===== src/hdl/pief_consts.svh =====
// Constants of the primary interrupt enable and flag bank.
// Assumes inclusion by bare name from the package and the top module.
`ifndef PIEF_CONSTS_SVH
`define PIEF_CONSTS_SVH

// Register bus geometry.
`define PIEF_ADDR_W        3
`define PIEF_DATA_W        8
`define PIEF_NUM_SRC       11

// Register offsets on the plain register port.
`define PIEF_ADDR_CTRL_A   3'h0
`define PIEF_ADDR_CTRL_B   3'h1
`define PIEF_ADDR_CTRL_C   3'h2
`define PIEF_ADDR_EVT_STAT 3'h3
`define PIEF_ADDR_EVT_MASK 3'h4

// Reset value of every register.
`define PIEF_REG_RESET     8'h00

// First control register fields; bit 7 is unimplemented.
`define PIEF_A_GIE         0
`define PIEF_A_PA_EN       1
`define PIEF_A_CMP_EN      2
`define PIEF_A_GA_EN       3
`define PIEF_A_PA_FLAG     4
`define PIEF_A_CMP_FLAG    5
`define PIEF_A_GA_FLAG     6

// Second control register fields.
`define PIEF_B_GB_EN       0
`define PIEF_B_GC_EN       1
`define PIEF_B_CONV_EN     2
`define PIEF_B_TA_EN       3
`define PIEF_B_GB_FLAG     4
`define PIEF_B_GC_FLAG     5
`define PIEF_B_CONV_FLAG   6
`define PIEF_B_TA_FLAG     7

// Third control register fields.
`define PIEF_C_TB_EN       0
`define PIEF_C_PB_EN       1
`define PIEF_C_SM_EN       2
`define PIEF_C_SP_EN       3
`define PIEF_C_TB_FLAG     4
`define PIEF_C_PB_FLAG     5
`define PIEF_C_SM_FLAG     6
`define PIEF_C_SP_FLAG     7

// Event status and mask fields.
`define PIEF_EVT_REQ       0
`define PIEF_EVT_OVR       1

`endif


===== src/hdl/pief_pkg.sv =====
// Types shared by the primary interrupt enable and flag bank.
// Assumes the constants header sits beside this file.
`include "pief_consts.svh"

package pief_pkg;

  // One bit per interrupt source, one vector per field.
  typedef struct packed {
    logic serial_port;
    logic serial_module;
    logic ext_pin_b;
    logic tick_b;
    logic tick_a;
    logic converter;
    logic shared_group_c;
    logic shared_group_b;
    logic shared_group_a;
    logic comparator;
    logic ext_pin_a;
  } pief_src_t;

  // Request pulses from on-chip sources on the system clock.
  typedef struct packed {
    logic serial_port;
    logic serial_module;
    logic tick_b;
    logic tick_a;
    logic converter;
    logic shared_group_c;
    logic shared_group_b;
    logic shared_group_a;
    logic comparator;
  } pief_int_src_t;

  // One register port request.
  typedef struct packed {
    logic [`PIEF_ADDR_W-1:0] addr;
    logic [`PIEF_DATA_W-1:0] wdata;
    logic                    wr;
    logic                    rd;
  } pief_bus_req_t;

endpackage


===== src/hdl/pief_pin_sync.sv =====
// Three-stage synchroniser with rising-edge detection for one pin.
// Assumes the pin is asynchronous to clk_in.
`timescale 1ns/1ps

module pief_pin_sync
(
  // Clock and reset.
  input  wire logic clk_in,
  input  wire logic nrst_in,
  // Pin and detected edge.
  input  wire logic pin_in,
  output logic      rise_out
);

  logic stage1;  // First stage, read only by stage2.
  logic stage2;  // Second stage.
  logic stage3;  // Third stage.
  logic stable;  // Last level on which stages two and three agreed.

  // Shift the pin through the three stages.
  always_ff @(posedge clk_in or negedge nrst_in)
  begin
    if (!nrst_in)
    begin
      stage1 <= 1'b0;
      stage2 <= 1'b0;
      stage3 <= 1'b0;
    end
    else
    begin
      stage1 <= pin_in;
      stage2 <= stage1;
      stage3 <= stage2;
    end
  end

  // Accept a level once two stages agree and pulse on a new high.
  always_ff @(posedge clk_in or negedge nrst_in)
  begin
    if (!nrst_in)
    begin
      stable   <= 1'b0;
      rise_out <= 1'b0;
    end
    else
    begin
      if (stage2 == stage3)
      begin
        stable <= stage3;
      end
      rise_out <= (stage2 == stage3) && stage3 && !stable;
    end
  end

endmodule


===== src/hdl/pief_flag_bit.sv =====
// One request flag: set by its source, read and written by software.
// Assumes set and write arrive on the same clock.
`timescale 1ns/1ps

module pief_flag_bit
(
  // Clock and reset.
  input  wire logic clk_in,
  input  wire logic nrst_in,
  // Source set and software write.
  input  wire logic set_in,
  input  wire logic wr_in,
  input  wire logic wval_in,
  // Flag state.
  output logic      q_out
);

  // A source request wins over a software write in the same cycle.
  always_ff @(posedge clk_in or negedge nrst_in)
  begin
    if (!nrst_in)
    begin
      q_out <= 1'b0;
    end
    else if (set_in)
    begin
      q_out <= 1'b1;
    end
    else if (wr_in)
    begin
      q_out <= wval_in;
    end
  end

endmodule


===== src/hdl/pief_top.sv =====
// Primary interrupt enable and request flag bank with register port.
// Assumes on-chip sources give one-cycle pulses on clk_in, the pins are
// asynchronous, and the core services requests by clearing flags.
//
// Contract
// - Comparator flag bit 5, enable bit 2
// - Pin A flag bit 4, enable bit 1
// - Group A flag bit 6, enable bit 3
// - Tick A flag bit 7, enable bit 3
// - Converter flag bit 6, enable bit 2
// - Group C flag bit 5, enable bit 1
// - Group B flag bit 4, enable bit 0
// - Serial port flag bit 7, enable bit 3
// - Serial module flag bit 6, enable bit 2
// - Pin B flag bit 5, enable bit 1
// - Tick B flag bit 4, enable bit 0
// - Flags show pending requests, software read/write
// - Enable one permits, zero blocks, read/write
// - Each group shares one vector
`timescale 1ns/1ps
`include "pief_consts.svh"

module pief_top
  import pief_pkg::*;
(
  // Clock and reset.
  input  wire logic          clk_in,
  input  wire logic          nrst_in,
  // Register port.
  input  wire pief_bus_req_t bus_in,
  output logic [7:0]         rd_data_out,
  // Interrupt sources.
  input  wire logic          ext_pin_a_in,
  input  wire logic          ext_pin_b_in,
  input  wire pief_int_src_t src_pulse_in,
  // Requests toward the core and system interrupt.
  output pief_src_t          vector_req_out,
  output logic               core_irq_out,
  output logic               sys_irq_out
);

  logic                     pin_a_rise;        // Edge seen on pin A.
  logic                     pin_b_rise;        // Edge seen on pin B.
  pief_src_t                src_set;           // Set pulse per source.
  pief_src_t                flag;              // Request flags.
  pief_src_t                flag_wr;           // Software write per flag.
  pief_src_t                flag_wval;         // Value written per flag.
  pief_src_t                enable;            // Per-source enables.
  logic                     global_irq_enable; // Global enable.
  logic [7:0]               evt_status;        // Sticky event bits.
  logic [7:0]               evt_mask;          // Event mask.
  logic [7:0]               evt_set;           // Event set pulses.
  logic [7:0]               next_rd_data;      // Read word to register.
  pief_src_t                next_vector_req;   // Gated requests.
  logic                     wr_a;              // Write to first register.
  logic                     wr_b;              // Write to second register.
  logic                     wr_c;              // Write to third register.

  // Synchronise both external pins and detect their rising edges.
  pief_pin_sync u_sync_a
  (
    .clk_in   (clk_in),
    .nrst_in  (nrst_in),
    .pin_in   (ext_pin_a_in),
    .rise_out (pin_a_rise)
  );

  pief_pin_sync u_sync_b
  (
    .clk_in   (clk_in),
    .nrst_in  (nrst_in),
    .pin_in   (ext_pin_b_in),
    .rise_out (pin_b_rise)
  );

  // Gather all set pulses into one source vector.
  always_comb
  begin
    src_set                = '0;
    src_set.ext_pin_a      = pin_a_rise;
    src_set.ext_pin_b      = pin_b_rise;
    src_set.comparator     = src_pulse_in.comparator;
    src_set.shared_group_a = src_pulse_in.shared_group_a;
    src_set.shared_group_b = src_pulse_in.shared_group_b;
    src_set.shared_group_c = src_pulse_in.shared_group_c;
    src_set.converter      = src_pulse_in.converter;
    src_set.tick_a         = src_pulse_in.tick_a;
    src_set.tick_b         = src_pulse_in.tick_b;
    src_set.serial_module  = src_pulse_in.serial_module;
    src_set.serial_port    = src_pulse_in.serial_port;
  end

  // Decode writes to the three control registers.
  assign wr_a = bus_in.wr && (bus_in.addr == `PIEF_ADDR_CTRL_A);
  assign wr_b = bus_in.wr && (bus_in.addr == `PIEF_ADDR_CTRL_B);
  assign wr_c = bus_in.wr && (bus_in.addr == `PIEF_ADDR_CTRL_C);

  // Route each written data bit to its flag.
  always_comb
  begin
    flag_wr                  = '0;
    flag_wval                = '0;
    flag_wr.comparator       = wr_a;
    flag_wval.comparator     = bus_in.wdata[`PIEF_A_CMP_FLAG];
    flag_wr.ext_pin_a        = wr_a;
    flag_wval.ext_pin_a      = bus_in.wdata[`PIEF_A_PA_FLAG];
    flag_wr.shared_group_a   = wr_a;
    flag_wval.shared_group_a = bus_in.wdata[`PIEF_A_GA_FLAG];
    flag_wr.tick_a           = wr_b;
    flag_wval.tick_a         = bus_in.wdata[`PIEF_B_TA_FLAG];
    flag_wr.converter        = wr_b;
    flag_wval.converter      = bus_in.wdata[`PIEF_B_CONV_FLAG];
    flag_wr.shared_group_c   = wr_b;
    flag_wval.shared_group_c = bus_in.wdata[`PIEF_B_GC_FLAG];
    flag_wr.shared_group_b   = wr_b;
    flag_wval.shared_group_b = bus_in.wdata[`PIEF_B_GB_FLAG];
    flag_wr.serial_port      = wr_c;
    flag_wval.serial_port    = bus_in.wdata[`PIEF_C_SP_FLAG];
    flag_wr.serial_module    = wr_c;
    flag_wval.serial_module  = bus_in.wdata[`PIEF_C_SM_FLAG];
    flag_wr.ext_pin_b        = wr_c;
    flag_wval.ext_pin_b      = bus_in.wdata[`PIEF_C_PB_FLAG];
    flag_wr.tick_b           = wr_c;
    flag_wval.tick_b         = bus_in.wdata[`PIEF_C_TB_FLAG];
  end

  // One flag cell per source; only a software write clears a flag.
  for (genvar i = 0; i < `PIEF_NUM_SRC; i++)
  begin : g_flag
    pief_flag_bit u_flag
    (
      .clk_in  (clk_in),
      .nrst_in (nrst_in),
      .set_in  (src_set[i]),
      .wr_in   (flag_wr[i]),
      .wval_in (flag_wval[i]),
      .q_out   (flag[i])
    );
  end

  // Enable bits and the global enable, written by software.
  always_ff @(posedge clk_in or negedge nrst_in)
  begin
    if (!nrst_in)
    begin
      enable            <= '0;
      global_irq_enable <= 1'b0;
    end
    else
    begin
      if (wr_a)
      begin
        global_irq_enable     <= bus_in.wdata[`PIEF_A_GIE];
        enable.ext_pin_a      <= bus_in.wdata[`PIEF_A_PA_EN];
        enable.comparator     <= bus_in.wdata[`PIEF_A_CMP_EN];
        enable.shared_group_a <= bus_in.wdata[`PIEF_A_GA_EN];
      end
      if (wr_b)
      begin
        enable.shared_group_b <= bus_in.wdata[`PIEF_B_GB_EN];
        enable.shared_group_c <= bus_in.wdata[`PIEF_B_GC_EN];
        enable.converter      <= bus_in.wdata[`PIEF_B_CONV_EN];
        enable.tick_a         <= bus_in.wdata[`PIEF_B_TA_EN];
      end
      if (wr_c)
      begin
        enable.tick_b        <= bus_in.wdata[`PIEF_C_TB_EN];
        enable.ext_pin_b     <= bus_in.wdata[`PIEF_C_PB_EN];
        enable.serial_module <= bus_in.wdata[`PIEF_C_SM_EN];
        enable.serial_port   <= bus_in.wdata[`PIEF_C_SP_EN];
      end
    end
  end

  // A vector requests only with its flag, its enable and the global enable.
  assign next_vector_req = global_irq_enable ? (flag & enable) : '0;

  // Register the vector requests; each group drives one vector.
  always_ff @(posedge clk_in or negedge nrst_in)
  begin
    if (!nrst_in)
    begin
      vector_req_out <= '0;
      core_irq_out   <= 1'b0;
    end
    else
    begin
      vector_req_out <= next_vector_req;
      core_irq_out   <= |next_vector_req;
    end
  end

  // Events: a new core request, and a source firing on a pending flag.
  always_comb
  begin
    evt_set                = '0;
    evt_set[`PIEF_EVT_REQ] = (|next_vector_req) && !core_irq_out;
    evt_set[`PIEF_EVT_OVR] = |(src_set & flag);
  end

  // Sticky status, cleared by writing one; a new event wins the clear.
  always_ff @(posedge clk_in or negedge nrst_in)
  begin
    if (!nrst_in)
    begin
      evt_status <= `PIEF_REG_RESET;
    end
    else if (bus_in.wr && (bus_in.addr == `PIEF_ADDR_EVT_STAT))
    begin
      evt_status <= (evt_status & ~bus_in.wdata) | evt_set;
    end
    else
    begin
      evt_status <= evt_status | evt_set;
    end
  end

  // Event mask register, fully writable.
  always_ff @(posedge clk_in or negedge nrst_in)
  begin
    if (!nrst_in)
    begin
      evt_mask <= `PIEF_REG_RESET;
    end
    else if (bus_in.wr && (bus_in.addr == `PIEF_ADDR_EVT_MASK))
    begin
      evt_mask <= bus_in.wdata;
    end
  end

  // Level interrupt while any unmasked status bit is set.
  always_ff @(posedge clk_in or negedge nrst_in)
  begin
    if (!nrst_in)
    begin
      sys_irq_out <= 1'b0;
    end
    else
    begin
      sys_irq_out <= |(evt_status & evt_mask);
    end
  end

  // Read multiplexer; unmapped offsets read zero.
  always_comb
  begin
    next_rd_data = 8'h00;
    case (bus_in.addr)
      `PIEF_ADDR_CTRL_A:
      begin
        next_rd_data = {1'b0, flag.shared_group_a, flag.comparator,
                        flag.ext_pin_a, enable.shared_group_a,
                        enable.comparator, enable.ext_pin_a,
                        global_irq_enable};
      end
      `PIEF_ADDR_CTRL_B:
      begin
        next_rd_data = {flag.tick_a, flag.converter, flag.shared_group_c,
                        flag.shared_group_b, enable.tick_a, enable.converter,
                        enable.shared_group_c, enable.shared_group_b};
      end
      `PIEF_ADDR_CTRL_C:
      begin
        next_rd_data = {flag.serial_port, flag.serial_module,
                        flag.ext_pin_b, flag.tick_b, enable.serial_port,
                        enable.serial_module, enable.ext_pin_b,
                        enable.tick_b};
      end
      `PIEF_ADDR_EVT_STAT:
      begin
        next_rd_data = evt_status;
      end
      `PIEF_ADDR_EVT_MASK:
      begin
        next_rd_data = evt_mask;
      end
      default:
      begin
        next_rd_data = 8'h00;
      end
    endcase
  end

  // Read data stands for the one cycle after the read strobe.
  always_ff @(posedge clk_in or negedge nrst_in)
  begin
    if (!nrst_in)
    begin
      rd_data_out <= 8'h00;
    end
    else
    begin
      rd_data_out <= bus_in.rd ? next_rd_data : 8'h00;
    end
  end
endmodule


===== config.mk =====
export PLATFORM = sky130hd
export DESIGN_NAME = pief_top
export DESIGN_NICKNAME = d
export VERILOG_FILES = /design/src/hdl/pief_pkg.sv /design/src/hdl/pief_pin_sync.sv /design/src/hdl/pief_flag_bit.sv /design/src/hdl/pief_top.sv
export VERILOG_INCLUDE_DIRS = /design/src /design/src/hdl
export SDC_FILE = /design/constraint.sdc
export NUM_CORES = 1
export LEC_CHECK = 0
export ABC_AREA = 0
export BUFFER_PORTS_ARGS = -buffer_cell sky130_fd_sc_hd__buf_2
export CORE_UTILIZATION = 30
export CTS_CLUSTER_DIAMETER = 60
export CTS_CLUSTER_SIZE = 10
export DETAILED_ROUTE_END_ITERATION = 6
export GPL_TIMING_DRIVEN = 1
export PLACE_DENSITY = 0.58
export SYNTH_ARGS = -nofsm -noshare
export SYNTH_HDL_FRONTEND = slang
export SYNTH_SLANG_ARGS = --single-unit

===== constraint.sdc =====
create_clock -name clk_in -period 1.65 [get_ports clk_in]
set_input_delay 0.0825 -clock clk_in [delete_from_list [all_inputs] [get_ports clk_in]]
set_output_delay 0.0825 -clock clk_in [all_outputs]
set_load 0.05 [all_outputs]

==> results.py <==
metrics = {
    "detailed_routing": {
        "route.detailed.drc": 0,
        "wire_per_inst_um": 17.14,
        "routed_wl_um": 7266,
        "first_iter_violations": 156,
        "vias": 2070,
        "ant_nets": 0,
        "via_per_inst": 4.882,
        "drt-pass1-iter-count": 4,
    },
    "grt": {
        "grt_use_total_pct": 16.13,
        "antenna_found_initial": 0,
        "grt_pass1_wl_um": 11850,
        "grt_pass1_vias": 2164,
        "grt_max_degree": 71,
        "globalRouteOverflowTotal": 0,
    },
    "worst_setup_path": {
        "slowest_delay_ps": 420,
        "slowest_stage": "dfrtp_1",
        "crit_arrival_ps": 1730,
        "cp_num_cells": 4,
        "end_kind": "register",
        "r2r_slack_ps": 160,
        "r2r_end": "evt_status[0]$_DFF_PN0_",
        "reg2regPathDepth": 4,
        "worstReg2RegStart": "enable[1]$_DFFE_PN0P_",
        "path_cells": "a22o_1 > a221oi_1 > a41oi_1 > a22o_1",
        "critical_path_buf_inv_count": 0,
        "required_ps": 1880,
        "critPathKind": "register to register",
        "crit_family": "compound AO/OA/AOI/OAI gates",
        "critPathMaxFanout": 4,
        "cp_common_cell": "a22o_1",
        "start_kind": "register",
    },
    "timing": {
        "rsz0062_at_grt": "no",
        "whs_ps": 10.86,
        "fmax_mhz": 670.3,
        "fin_ws_ps": 158.1,
        "period_minus_slack_ps": 1492,
        "relSlewSlack_pct": 72.52,
        "worst_slew_pin_slew_ps": 412.1,
        "hold_viol": 0,
        "setup_viol": 0,
        "fin_setup_tns_ps": 0,
        "min_period_over_period_pct": 90.42,
        "slew_viol_final": 0,
        "skew_ps": 10.99,
    },
    "floorplanning": {
        "initial_core_util_pct": 31.10,
        "die_h_um": 99.88,
        "placementRows": 35,
        "dieArea_um2": 9975,
        "core_um2": 9240,
        "die_w_um": 99.88,
        "ios": 47,
    },
    "yosys": {
        "ys_types": 30,
        "synth_fp_nets": 250,
        "synth-compound-area-share_pct": 14.76,
        "synthArstFlopShare_pct": 100.0,
        "synthFlopType": "dfrtp_1",
        "synth.largest_area_cell": "dfrtp_1",
        "ys_warn_count": 0,
        "synth_edf_count": 0,
        "synth-xor-area-share_pct": 0,
        "yosys.area_share.simple_pct": 10.06,
        "synthTopCellsByArea": "dfrtp_1, mux2_2, and3_1",
        "synthCells": 222,
        "ys_seq_area_share_pct": 60.95,
        "synth_top_family_by_area": "compound AO/OA/AOI/OAI gates",
        "syn_area_um2": 2874,
        "synthMuxAreaShare_pct": 11.45,
        "netlist.area_leader.share_pct": 60.95,
        "syn_area_per_cell_um2": 12.95,
        "ys_ff_latch": 70,
        "synthAdderAreaFrac_pct": 0.8707,
    },
    "cells_and_area": {
        "final_cell_mix": "dfrtp_1, buf_2, mux2_2",
        "diodes": 0,
        "drive_gt1_share_pct": 31.19,
        "area_growth_pct": 25.69,
        "layout_commonest_cell": "dfrtp_1",
        "nNetsFinal": 319,
        "finalInstanceArea_um2": 3612,
    },
    "placement": {
        "portBuffers": 46,
        "hpwl_um": 5098,
        "place.gp.congestion": 0.8670,
        "dp_slack_ps": 174.4,
        "placed_area_um2": 3283,
    },
    "clock_tree": {
        "root_buffer": "clkbuf_8",
        "htree_levels": 3,
        "clk_pin_slew_ps": 80,
        "clock_path_buffers": 2,
        "post_cts_buffers": 0,
        "clock-sinks": 70,
        "cts_inserted_buffers": 9,
        "cts_tree": "done",
        "insertion_delay_ps": 350,
    },
    "flow_run": {
        "maxCapViolCount": 0,
    },
    "min_path": {
        "min_to": "evt_status[6]$_DFFE_PN0N_",
        "hp-class": "primary input to register",
        "holdPathStages": 2,
        "hp-start": "bus_in[8]",
    },
    "pwr": {
        "ir_drop_uv": 399.4,
        "power_density_nw_per_um2": 1187,
        "p_leak_nw": 1.686,
    },
    "outcome": {
        "status": "completed",
    },
}
[how the worst max path moves through the flow]
stage | startpoint | to | slack [ps]
after floorplan | enable[1]$_DFFE_PN0P_ | evt_status[0]$_DFF_PN0_ | 350
after global placement | g_flag[10].u_flag.q_out$_DFFE_PN0P_ | evt_status[0]$_DFF_PN0_ | 220
after detailed placement | enable[1]$_DFFE_PN0P_ | evt_status[0]$_DFF_PN0_ | 170
after CTS | enable[1]$_DFFE_PN0P_ | evt_status[0]$_DFF_PN0_ | 170
after global routing | enable[1]$_DFFE_PN0P_ | evt_status[0]$_DFF_PN0_ | 50
final | enable[1]$_DFFE_PN0P_ | evt_status[0]$_DFF_PN0_ | 160
[report_power, final]
| part | leakage [nW] | total (mW) | switching, mW | internal (mW) |
|---|---|---|---|---|
| registers | 0.842 | 2.11 | 0.180 | 1.93 |
| logic | 0.749 | 0.821 | 0.512 | 0.309 |
| clock network | 0.0952 | 1.35 | 0.625 | 0.726 |
[synthesized netlist by cell type (3+ instances only)]
| master | count |
|---|---|
| a211o_1 | 11 |
| a21boi_0 | 6 |
| a21oi_1 | 14 |
| a22o_1 | 3 |
| a22oi_1 | 15 |
| and3_1 | 19 |
| clkbuf_1 | 5 |
| dfrtp_1 | 70 |
| mux2_2 | 23 |
| mux2i_1 | 7 |
| nand2_1 | 10 |
| nor2_1 | 9 |
| nor2b_1 | 6 |
[routing by layer]
layer	global-route usage, %	vias to the layer above	routed length (um)
met1	22.78	1037	3540
met3	3.969	13	333
met2	23.55	55	3266
met5	0	-	0
met4	6.900	0	125
li1	-	965	-
[cell type report]
cell class                 count  area (um^2)
clock buffer                  11        141.4
clock inverter                 4        47.55
fill                         913         5628
inverter                       2        7.507
multi-input combinational    141         1067
sequential                    70         1752
tap                          129        161.4
timing repair buffer          67        435.4
[kinds of logic (layout without fill, tap and decap cells)]
group,count (synthesis),count (layout)
mux,30,30
flops,70,70
simple gates,51,51
buf+inv,11,84
fa+ha+maj,2,2
compound gates,58,58
[sequential cells by signal (all words and copies together), names as in the netlist]
name,count
enable,11
g_flag.u_flag.q_out,11
vector_req_out,11
evt_mask,8
evt_status,8
rd_data_out,8
core_irq_out,1
global_irq_enable,1
sys_irq_out,1
u_sync_a.rise_out,1
u_sync_a.stable,1
u_sync_a.stage1,1
u_sync_a.stage2,1
u_sync_a.stage3,1
u_sync_b.rise_out,1
u_sync_b.stable,1
u_sync_b.stage1,1
u_sync_b.stage2,1
u_sync_b.stage3,1
[metrics by stage]
step                      power [mW]  cells  util (%)
after floorplan                2.651    222         -
after global placement         2.937    395     35.53
after detailed placement       2.944    395     35.53
after CTS                      4.326    424     39.09
after global routing           4.494    424     39.09
final                          4.287    424     39.09
[timing repair]
action                                 CTS  global route
endpoints found under the hold margin   83             0
setup endpoints to repair                0             0
hold buffers                            14             0
resized for setup                        0             0
Power figures use the tool's default switching activity.
